## config.mk

```make
export PLATFORM = sky130hd
export DESIGN_NAME = pio_port
export DESIGN_NICKNAME = d
export VERILOG_FILES = /design/src/pio_port_pkg.sv /design/src/pio_port.sv
export SDC_FILE = /design/constraint.sdc
export NUM_CORES = 1
export LEC_CHECK = 0
export ABC_AREA = 1
export BUFFER_PORTS_ARGS = -buffer_cell sky130_fd_sc_hd__buf_2
export CORE_UTILIZATION = 35
export CTS_CLUSTER_DIAMETER = 50
export DETAILED_ROUTE_END_ITERATION = 10
export SKIP_LAST_GASP = 1
export SLEW_MARGIN = 20
export SYNTH_ARGS = -nofsm -noshare
export SYNTH_HDL_FRONTEND = slang
export SYNTH_SLANG_ARGS = --single-unit
```

## constraint.sdc

```tcl
create_clock -name mclk -period 3 [get_ports mclk]
set_clock_uncertainty 0.05 [all_clocks]
set_input_delay 0.3 -clock mclk [delete_from_list [all_inputs] [get_ports mclk]]
set_output_delay 0.3 -clock mclk [all_outputs]
set_load 0.01 [all_outputs]
```

## src/pio_port_pkg.sv

```systemverilog
// Purpose: shared constants and types of the parallel i/o port
// Assumes: 32-bit register bus, byte addresses, one word per register
// Notes:   offsets are byte addresses of aligned 32-bit registers
package pio_port_pkg;

  localparam int unsigned ADDR_W = 8;
  localparam int unsigned DATA_W = 32;

  // register offsets
  localparam logic [7:0] OFS_PORT_CTRL_EN    = 8'h00;
  localparam logic [7:0] OFS_PORT_CTRL_DIS   = 8'h04;
  localparam logic [7:0] OFS_PORT_CTRL_STAT  = 8'h08;
  localparam logic [7:0] OFS_OUT_EN_SET      = 8'h10;
  localparam logic [7:0] OFS_OUT_EN_CLR      = 8'h14;
  localparam logic [7:0] OFS_OUT_EN_STAT     = 8'h18;
  localparam logic [7:0] OFS_FILT_EN         = 8'h20;
  localparam logic [7:0] OFS_FILT_DIS        = 8'h24;
  localparam logic [7:0] OFS_FILT_STAT       = 8'h28;
  localparam logic [7:0] OFS_SET_OUT_LEVEL   = 8'h30;
  localparam logic [7:0] OFS_CLR_OUT_LEVEL   = 8'h34;
  localparam logic [7:0] OFS_OUT_LEVEL_STAT  = 8'h38;
  localparam logic [7:0] OFS_PIN_LEVEL_STAT  = 8'h3C;
  localparam logic [7:0] OFS_IRQ_EN          = 8'h40;
  localparam logic [7:0] OFS_IRQ_DIS         = 8'h44;
  localparam logic [7:0] OFS_IRQ_MASK        = 8'h48;
  localparam logic [7:0] OFS_IRQ_STAT        = 8'h4C;
  localparam logic [7:0] OFS_PULLUP_DIS      = 8'h60;
  localparam logic [7:0] OFS_PULLUP_EN       = 8'h64;
  localparam logic [7:0] OFS_PULLUP_STAT     = 8'h68;
  localparam logic [7:0] OFS_PERIPH_SEL0     = 8'h70;
  localparam logic [7:0] OFS_PERIPH_SEL1     = 8'h74;
  localparam logic [7:0] OFS_GLITCH_SEL      = 8'h80;
  localparam logic [7:0] OFS_SLOWCLK_SEL     = 8'h84;
  localparam logic [7:0] OFS_SLOWCLK_STATE   = 8'h88;
  localparam logic [7:0] OFS_SLOWCLK_DIV     = 8'h8C;

  // divider field of the slow-clock divider register
  localparam int unsigned DIV_W   = 14;
  localparam int unsigned DIV_LSB = 0;

  // values after reset
  localparam logic [31:0] RST_PORT_CTRL = 32'hFFFFFFFF;
  localparam logic [31:0] RST_PULLUP    = 32'hFFFFFFFF;
  localparam logic [31:0] RST_ZERO      = 32'h00000000;
  localparam logic [13:0] RST_DIV       = 14'h0000;

  // number of peripheral functions per pin
  localparam int unsigned NFUNC = 4;

  // one register-bus request
  typedef struct packed {
    logic [7:0]  addr;
    logic [31:0] wdata;
    logic        wr;
    logic        rd;
  } bus_req_t;

endpackage

```

## src/pio_port.sv

```systemverilog
// Purpose: parallel i/o port with change irq and input filters
// Assumes: pins and slow clock sampled in the mclk domain
// Notes:   set/clear registers act only on bits written as one
`timescale 1ns/100ps

module pio_port #(
  parameter int unsigned NPINS = 32
) (
  // clock and reset
  input  wire logic                          mclk,
  input  wire logic                          rst,
  // register bus
  input  wire pio_port_pkg::bus_req_t        bus_req,
  output logic [31:0]                        rdata,
  // slow clock, sampled as a plain input
  input  wire logic                          slck,
  // pads
  input  wire logic [NPINS-1:0]              pin_in,
  output logic [NPINS-1:0]                   pin_out,
  output logic [NPINS-1:0]                   pin_oe,
  output logic [NPINS-1:0]                   pullup_en,
  // peripheral functions
  input  wire logic [3:0][NPINS-1:0]         func_out,
  input  wire logic [3:0][NPINS-1:0]         func_oe,
  output logic [NPINS-1:0]                   func_in,
  // interrupt
  output logic                               irq
);

  // refuse widths the 32-bit bus cannot carry
  if (NPINS < 1 || NPINS > 32)
  begin : g_chk
    $error("NPINS must lie in 1..32");
  end

  // configuration and state registers
  logic [NPINS-1:0] ctrl_ff, oen_ff, filt_ff, lvl_ff, imask_ff, isr_ff;
  logic [NPINS-1:0] pull_ff, sel0_ff, sel1_ff, slow_ff;
  logic [13:0]      div_ff;
  logic [NPINS-1:0] sync1_ff, sync2_ff, prev_raw_ff, glitch_ff;
  logic [NPINS-1:0] smp_ff, deb_ff, filt_prev_ff;
  logic [NPINS-1:0] filt_val;
  logic [NPINS-1:0] mux_out, mux_oe;
  logic [NPINS-1:0] wbits;
  logic [2:0]       slck_ff;
  logic [13:0]      scnt_ff;
  logic             tick_ff;
  logic [31:0]      nxt_rdata;
  logic [NPINS-1:0] change;

  // write decode helpers
  logic wr, rd;
  logic [7:0] a;
  assign wr    = bus_req.wr;
  assign rd    = bus_req.rd;
  assign a     = bus_req.addr;
  assign wbits = bus_req.wdata[NPINS-1:0];

  // port control: set by enable, cleared by disable
  always_ff @(posedge mclk)
  begin
    if (rst)
      ctrl_ff <= pio_port_pkg::RST_PORT_CTRL[NPINS-1:0];
    else if (wr && a == pio_port_pkg::OFS_PORT_CTRL_EN)
      ctrl_ff <= ctrl_ff | wbits;
    else if (wr && a == pio_port_pkg::OFS_PORT_CTRL_DIS)
      ctrl_ff <= ctrl_ff & ~wbits;
  end

  // direction
  always_ff @(posedge mclk)
  begin
    if (rst)
      oen_ff <= pio_port_pkg::RST_ZERO[NPINS-1:0];
    else if (wr && a == pio_port_pkg::OFS_OUT_EN_SET)
      oen_ff <= oen_ff | wbits;
    else if (wr && a == pio_port_pkg::OFS_OUT_EN_CLR)
      oen_ff <= oen_ff & ~wbits;
  end

  // pull-ups, all on after reset
  always_ff @(posedge mclk)
  begin
    if (rst)
      pull_ff <= pio_port_pkg::RST_PULLUP[NPINS-1:0];
    else if (wr && a == pio_port_pkg::OFS_PULLUP_DIS)
      pull_ff <= pull_ff & ~wbits;
    else if (wr && a == pio_port_pkg::OFS_PULLUP_EN)
      pull_ff <= pull_ff | wbits;
  end

  // commanded output level
  always_ff @(posedge mclk)
  begin
    if (rst)
      lvl_ff <= pio_port_pkg::RST_ZERO[NPINS-1:0];
    else if (wr && a == pio_port_pkg::OFS_SET_OUT_LEVEL)
      lvl_ff <= lvl_ff | wbits;
    else if (wr && a == pio_port_pkg::OFS_CLR_OUT_LEVEL)
      lvl_ff <= lvl_ff & ~wbits;
  end

  // input filter enable and kind of filter
  always_ff @(posedge mclk)
  begin
    if (rst)
    begin
      filt_ff <= pio_port_pkg::RST_ZERO[NPINS-1:0];
      slow_ff <= pio_port_pkg::RST_ZERO[NPINS-1:0];
    end
    else if (wr)
    begin
      if (a == pio_port_pkg::OFS_FILT_EN)
        filt_ff <= filt_ff | wbits;
      if (a == pio_port_pkg::OFS_FILT_DIS)
        filt_ff <= filt_ff & ~wbits;
      if (a == pio_port_pkg::OFS_SLOWCLK_SEL)
        slow_ff <= slow_ff | wbits;
      if (a == pio_port_pkg::OFS_GLITCH_SEL)
        slow_ff <= slow_ff & ~wbits;
    end
  end

  // interrupt mask
  always_ff @(posedge mclk)
  begin
    if (rst)
      imask_ff <= pio_port_pkg::RST_ZERO[NPINS-1:0];
    else if (wr && a == pio_port_pkg::OFS_IRQ_EN)
      imask_ff <= imask_ff | wbits;
    else if (wr && a == pio_port_pkg::OFS_IRQ_DIS)
      imask_ff <= imask_ff & ~wbits;
  end

  // peripheral select words and slow clock divider
  always_ff @(posedge mclk)
  begin
    if (rst)
    begin
      sel0_ff <= pio_port_pkg::RST_ZERO[NPINS-1:0];
      sel1_ff <= pio_port_pkg::RST_ZERO[NPINS-1:0];
      div_ff  <= pio_port_pkg::RST_DIV;
    end
    else if (wr)
    begin
      if (a == pio_port_pkg::OFS_PERIPH_SEL0)
        sel0_ff <= wbits;
      if (a == pio_port_pkg::OFS_PERIPH_SEL1)
        sel1_ff <= wbits;
      if (a == pio_port_pkg::OFS_SLOWCLK_DIV)
        div_ff <= bus_req.wdata[pio_port_pkg::DIV_LSB +: 14];
    end
  end

  // pin synchroniser, glitch stage and raw history
  always_ff @(posedge mclk)
  begin
    if (rst)
    begin
      // follow the pads in reset, so release brings no false change
      // (hold reset four clocks for the pipeline to settle)
      sync1_ff    <= pin_in;
      sync2_ff    <= sync1_ff;
      prev_raw_ff <= sync2_ff;
      glitch_ff   <= sync2_ff;
    end
    else
    begin
      sync1_ff    <= pin_in;
      sync2_ff    <= sync1_ff;
      prev_raw_ff <= sync2_ff;
      // accept a level once it has held two clocks
      glitch_ff   <= (sync2_ff & prev_raw_ff)
                   | (glitch_ff & (sync2_ff | prev_raw_ff));
    end
  end

  // slow clock edge counter: half-period tick of the divided clock
  always_ff @(posedge mclk)
  begin
    if (rst)
    begin
      slck_ff <= '0;
      scnt_ff <= '0;
      tick_ff <= 1'b0;
    end
    else
    begin
      slck_ff <= {slck_ff[1:0], slck};
      tick_ff <= 1'b0;
      if (slck_ff[1] && !slck_ff[2])
      begin
        if (scnt_ff >= div_ff)
        begin
          scnt_ff <= '0;
          tick_ff <= 1'b1;
        end
        else
          scnt_ff <= scnt_ff + 14'h0001;
      end
    end
  end

  // debounce: a level must match at two successive half-period ticks
  always_ff @(posedge mclk)
  begin
    if (rst)
    begin
      // start settled on the pad level, not on a forced low
      smp_ff <= sync2_ff;
      deb_ff <= sync2_ff;
    end
    else if (tick_ff)
    begin
      smp_ff <= sync2_ff;
      deb_ff <= (sync2_ff & smp_ff) | (deb_ff & (sync2_ff | smp_ff));
    end
  end

  // per-pin filter choice and output multiplexer
  for (genvar i = 0; i < NPINS; i++)
  begin : g_pin
    logic [1:0] fsel;
    assign fsel = {sel1_ff[i], sel0_ff[i]};
    assign filt_val[i] = !filt_ff[i] ? sync2_ff[i] :
                         slow_ff[i]  ? deb_ff[i] : glitch_ff[i];
    assign mux_out[i]  = ctrl_ff[i] ? lvl_ff[i] : func_out[fsel][i];
    assign mux_oe[i]   = ctrl_ff[i] ? oen_ff[i] : func_oe[fsel][i];
  end

  // registered pad drive
  always_ff @(posedge mclk)
  begin
    if (rst)
    begin
      pin_out   <= '0;
      pin_oe    <= '0;
      pullup_en <= pio_port_pkg::RST_PULLUP[NPINS-1:0];
      func_in   <= '0;
    end
    else
    begin
      pin_out   <= mux_out;
      pin_oe    <= mux_oe;
      pullup_en <= pull_ff;
      func_in   <= sync2_ff;
    end
  end

  // change detection after the filter
  assign change = filt_val ^ filt_prev_ff;

  // change flags: read clears, a new change in the same cycle wins
  always_ff @(posedge mclk)
  begin
    if (rst)
    begin
      filt_prev_ff <= filt_val;                    // no edge at release
      isr_ff       <= '0;
    end
    else
    begin
      filt_prev_ff <= filt_val;
      if (rd && a == pio_port_pkg::OFS_IRQ_STAT)
        isr_ff <= change;
      else
        isr_ff <= isr_ff | change;
    end
  end

  // level interrupt
  always_ff @(posedge mclk)
  begin
    if (rst)
      irq <= 1'b0;
    else if (rd && a == pio_port_pkg::OFS_IRQ_STAT)
      irq <= |(change & imask_ff);
    else
      irq <= |((isr_ff | change) & imask_ff);
  end

  // read multiplexer
  always_comb
  begin
    nxt_rdata = '0;
    unique case (a)
      pio_port_pkg::OFS_PORT_CTRL_STAT: nxt_rdata[NPINS-1:0] = ctrl_ff;
      pio_port_pkg::OFS_OUT_EN_STAT:    nxt_rdata[NPINS-1:0] = oen_ff;
      pio_port_pkg::OFS_FILT_STAT:      nxt_rdata[NPINS-1:0] = filt_ff;
      pio_port_pkg::OFS_OUT_LEVEL_STAT: nxt_rdata[NPINS-1:0] = lvl_ff;
      pio_port_pkg::OFS_PIN_LEVEL_STAT: nxt_rdata[NPINS-1:0] = sync2_ff;
      pio_port_pkg::OFS_IRQ_MASK:       nxt_rdata[NPINS-1:0] = imask_ff;
      pio_port_pkg::OFS_IRQ_STAT:       nxt_rdata[NPINS-1:0] = isr_ff;
      pio_port_pkg::OFS_PULLUP_STAT:    nxt_rdata[NPINS-1:0] = pull_ff;
      pio_port_pkg::OFS_PERIPH_SEL0:    nxt_rdata[NPINS-1:0] = sel0_ff;
      pio_port_pkg::OFS_PERIPH_SEL1:    nxt_rdata[NPINS-1:0] = sel1_ff;
      pio_port_pkg::OFS_SLOWCLK_STATE:  nxt_rdata[NPINS-1:0] = slow_ff;
      pio_port_pkg::OFS_SLOWCLK_DIV:    nxt_rdata[13:0]      = div_ff;
      default:                          nxt_rdata = '0;
    endcase
  end

  // read data one cycle after the strobe, zero otherwise
  always_ff @(posedge mclk)
  begin
    if (rst)
      rdata <= '0;
    else
      rdata <= rd ? nxt_rdata : 32'h00000000;
  end
endmodule // pio_port

```

==> qor.txt <==
YOSYS
--------------------------------------------------------------------------------------
Sequential cell area fraction in the yosys report                               50.48%
Synth Flop Type                                                                dfxtp_1
Count of synthesis-stage warnings from yosys                                         0
Mean cell area of the mapped netlist                                         7.598 µm²
Gate Count Post-Synth                                                             4014
Async set-or-reset flop fraction in the synthesized netlist                         0%
Mapped Area                                                                  30500 µm²
Post-synthesis cell type count                                                      40
EDFF count, synth                                                                   64
Number of synthesized register bits                                                737
Net count after synthesis                                                         4362

POWER AND IR DROP
--------------------------------------------------------------------------------------
Combinational fraction of design power                                            5.6%
Overall power of the completed layout                                         24.07 mW
P per Cell Area                                                           608.4 nW/µm²
Static Leak                                                                   17.27 nW
Switching fraction of total power                                               24.51%
Switching power total                                                         5.899 mW
Internal cell power                                                           18.17 mW
Register share of total power                                                    43.2%
Power share of the clock group                                                   51.2%
Peak supply drop                                                             0.3867 mV

SETUP PATH
--------------------------------------------------------------------------------------
Peak per-stage delay on the critical path                                       570 ps
Startpoint class of the critical path                                     primary input
Critical-path maximum fanout                                                        27
Cell family with most CP delay                                            buffers and inverters
Number of buffers and inverters on the critical path                                 4
FF-to-FF Start                                                            div_ff[11]$_SDFFE_PP0P_
Worst setup slack for register-to-register paths                                870 ps
Data arrival time at the worst-slack endpoint                                  2750 ps
FF-to-FF path depth                                                                  9
Cell breakdown of the critical path                                       buf_2 -> nor2_1 -> inv_2 -> nor3_2 -> nand2_2 -> buf_4 -> o21ai_0 -> a21oi_1 -> dlygate4sd3_1
Crit path required time                                                        3500 ps
Start-to-end type of the worst setup path                                 primary input to flop
Worst r2r dst                                                             scnt_ff[11]$_SDFFE_PP0P_
Library cell contributing the largest single delay on the critical path   dlygate4sd3_1
Category of the worst setup path capture point                                    flop

FINAL LAYOUT
--------------------------------------------------------------------------------------
Fraction of final layout cells sized beyond drive strength 1                    16.68%
Area taken by multi-input logic gates                                        12580 µm²
Combined flip-flop and latch cell area                                       15390 µm²
Count of filler cells inserted in the layout                                      8584
Leading cell types in the layout, fill and taps excluded                  678 x nand2_1, 673 x dfxtp_1, 551 x o21ai_0
Final net count                                                                   4997
Most common cell after layout, fill and taps aside                             nand2_1
Area added between synthesis and finish                                         29.72%

CLOCK TREE
--------------------------------------------------------------------------------------
Maximum root-to-sink buffer count                                                    3
Number of buffers added by the clock tree synthesis step                           100
Hold Buf Count CTS                                                                 158
Sink Count                                                                         737
TritonCTS clock tree                                                               yes
Clock Pin Slew Worst Setup and Hold Paths                                        60 ps
Clock insertion delay at the later pin of the skew report                       670 ps
H-tree depth                                                                         3
Post-cts repair resize count                                                         0
Buffers inserted by post-CTS timing repair                                           0
Root Driver                                                                  clkbuf_16

GLOBAL ROUTING
--------------------------------------------------------------------------------------
Largest net degree at the start of global routing                                  111
Via count of the first global-routing pass                                       28682
Antenna violations before repair                                                    11
Overall track demand over capacity in global routing                            25.63%
First-pass GRT wire length                                                   174400 µm
Final global-route overflow total                                                    0

PLACE
--------------------------------------------------------------------------------------
Half-perimeter wire length after placement                                    79760 µm
Number of port buffers                                                             493
Routability congestion estimate from global placement                           0.8920

FLOORPLANNING
--------------------------------------------------------------------------------------
Core Rows                                                                          107
Core area                                                                    85680 µm²
Initial cell density of the core                                                35.59%
Number of placed I/O pins                                                          494
Die span in x                                                                 297.2 µm
Area of the die                                                              88320 µm²
Die Height                                                                    297.2 µm

MIN PATH
--------------------------------------------------------------------------------------
Hold path endpoint                                                        pin_oe[22]$_SDFF_PP0_
Type of the tightest min-delay check                                      primary input to flop
Number of cells on the worst hold path                                               5
Worst hold path startpoint                                                func_oe[118]

TIMING
--------------------------------------------------------------------------------------
Count of final max-slew check failures                                               0
Max Fclk                                                                    0.4440 GHz
Share of the clock period used by the worst path                                75.07%
Final Hold Fails                                                                     0
Slew @ Worst Pin                                                              979.4 ps
Worst slew margin                                                               34.61%
RSZ-0062 raised after global routing                                                no
Setup-violating endpoint count in the final report                                   0
Post-route minimum period                                                      2252 ps
Setup tns final                                                                   0 ps

RUN
--------------------------------------------------------------------------------------
Maxcap violations                                                                    0

ROUTE
--------------------------------------------------------------------------------------
Total vias in the final route                                                    30421
Detail-routed via count per cell                                                 5.171
Router iterations before antenna repair                                              6
Final ANT Viol Nets                                                                  0
DRC marker count from the first detailed-route iteration                          2557
Post-Route WL                                                                116700 µm
Number of design rule violations left after detail routing                           0
Wire length per cell after detailed routing                                   19.85 µm

OUTCOME
--------------------------------------------------------------------------------------
Outcome                                                                   complete, no violations

[cells by family (layout without fill, tap and decap cells)]
family	count (synthesis)	in the layout	synth area share, %
AOI/OAI and AO/OA	1239	1239	22.17
DFF	737	737	50.48
xor gates and xnor gates	8	8	0.2298
buffers and inverters	676	1398	8.529
and+or+nand+nor	1339	1339	17.97
other	0	3	0
adders and majority gates	15	15	0.6154
[per-layer routing]
metal,wire [µm],global-route usage [%],share of wire (%),vias to the layer above
met5,65,0,0.056,-
met3,9347,4.046,8.0,211
met1,51250,34.91,44,14209
li1,-,-,-,14740
met2,52920,41.44,45,1251
met4,3171,8.014,2.7,10
[synthesized netlist by cell type (all sizes together), types with 2 or more instances]
library cell | n | area (µm²)
a21oi | 381 | 1907
a31oi | 3 | 18.77
buf | 63 | 300.3
clkbuf | 132 | 495.5
dfxtp | 673 | 13470
edfxtp | 64 | 1922
ha | 15 | 187.7
inv | 481 | 1805
nand2 | 689 | 2589
nand3 | 193 | 965.9
nand3b | 17 | 127.6
nand4 | 5 | 31.28
nor2 | 409 | 1553
nor3 | 17 | 126.4
nor3b | 2 | 15.01
nor4 | 5 | 61.31
o211ai | 14 | 105.1
o21ai | 626 | 3133
o221ai | 15 | 131.4
o22ai | 111 | 694.4
o311ai | 21 | 183.9
o31ai | 3 | 22.52
o32ai | 62 | 543.0
or2 | 2 | 12.52
xor2 | 7 | 61.31
[worst max-delay path by stage]
stage / start / end / slack, ps / depth (start not counted)
finish: bus_req[35] / flop / 750 / 9
global route: div_ff[13]$_SDFFE_PP0P_ / scnt_ff[12]$_SDFFE_PP0P_ / 570 / 9
CTS: bus_req[35] / flop / 820 / 9
detailed placement: bus_req[35] / flop / 460 / 10
global placement: bus_req[35] / isr_ff[5]$_SDFF_PP0_ / 560 / 10
floorplan: rst / deb_ff[0]$_DFFE_PP_ / 860 / 3
[tightest hold or removal path, stage by stage]
cell	delay (ps)
buf_2	70
nor2_1	40
o32ai_1	110
o21ai_0	90
inv_1	80
[cell type report]
type | count | area share, %
Sequential cell | 737 | 38.91
Multi-Input combinational cell | 2601 | 31.81
Tap cell | 1144 | 3.618
Clock buffer | 127 | 7.236
Antenna cell | 3 | 0.01898
Clock inverter | 62 | 1.651
Inverter | 481 | 4.589
Timing Repair Buffer | 728 | 12.16
[power by group through the flow]
stage / Combinational (mW) / Sequential [mW] / Clock, mW
6_report: 1.36 / 10.4 / 12.3
3_5_place_dp: 1.18 / 10.6 / 0
3_3_place_gp: 1.17 / 10.6 / 0
2_1_floorplan: 0.624 / 10.6 / 0
5_1_grt: 1.50 / 10.4 / 12.9
4_1_cts: 1.35 / 10.4 / 12.5
[through the flow]
stage / utilization [%] / hold WS [ps] / instances / worst slack, ps / cell area, µm²
final: 46.17 / 16.25 / 5883 / 747.9 / 39560
after global routing: 46.16 / 33.26 / 5880 / 569.2 / 39550
after CTS: 46.16 / 1.593 / 5880 / 823.2 / 39550
after detailed placement: 40.21 / 262.1 / 5533 / 464.0 / 34460
after global placement: 40.21 / 261.1 / 5533 / 556.1 / 34460
after floorplan: - / 259.6 / 4014 / 861.7 / 30500
Power figures use the tool's default switching activity.
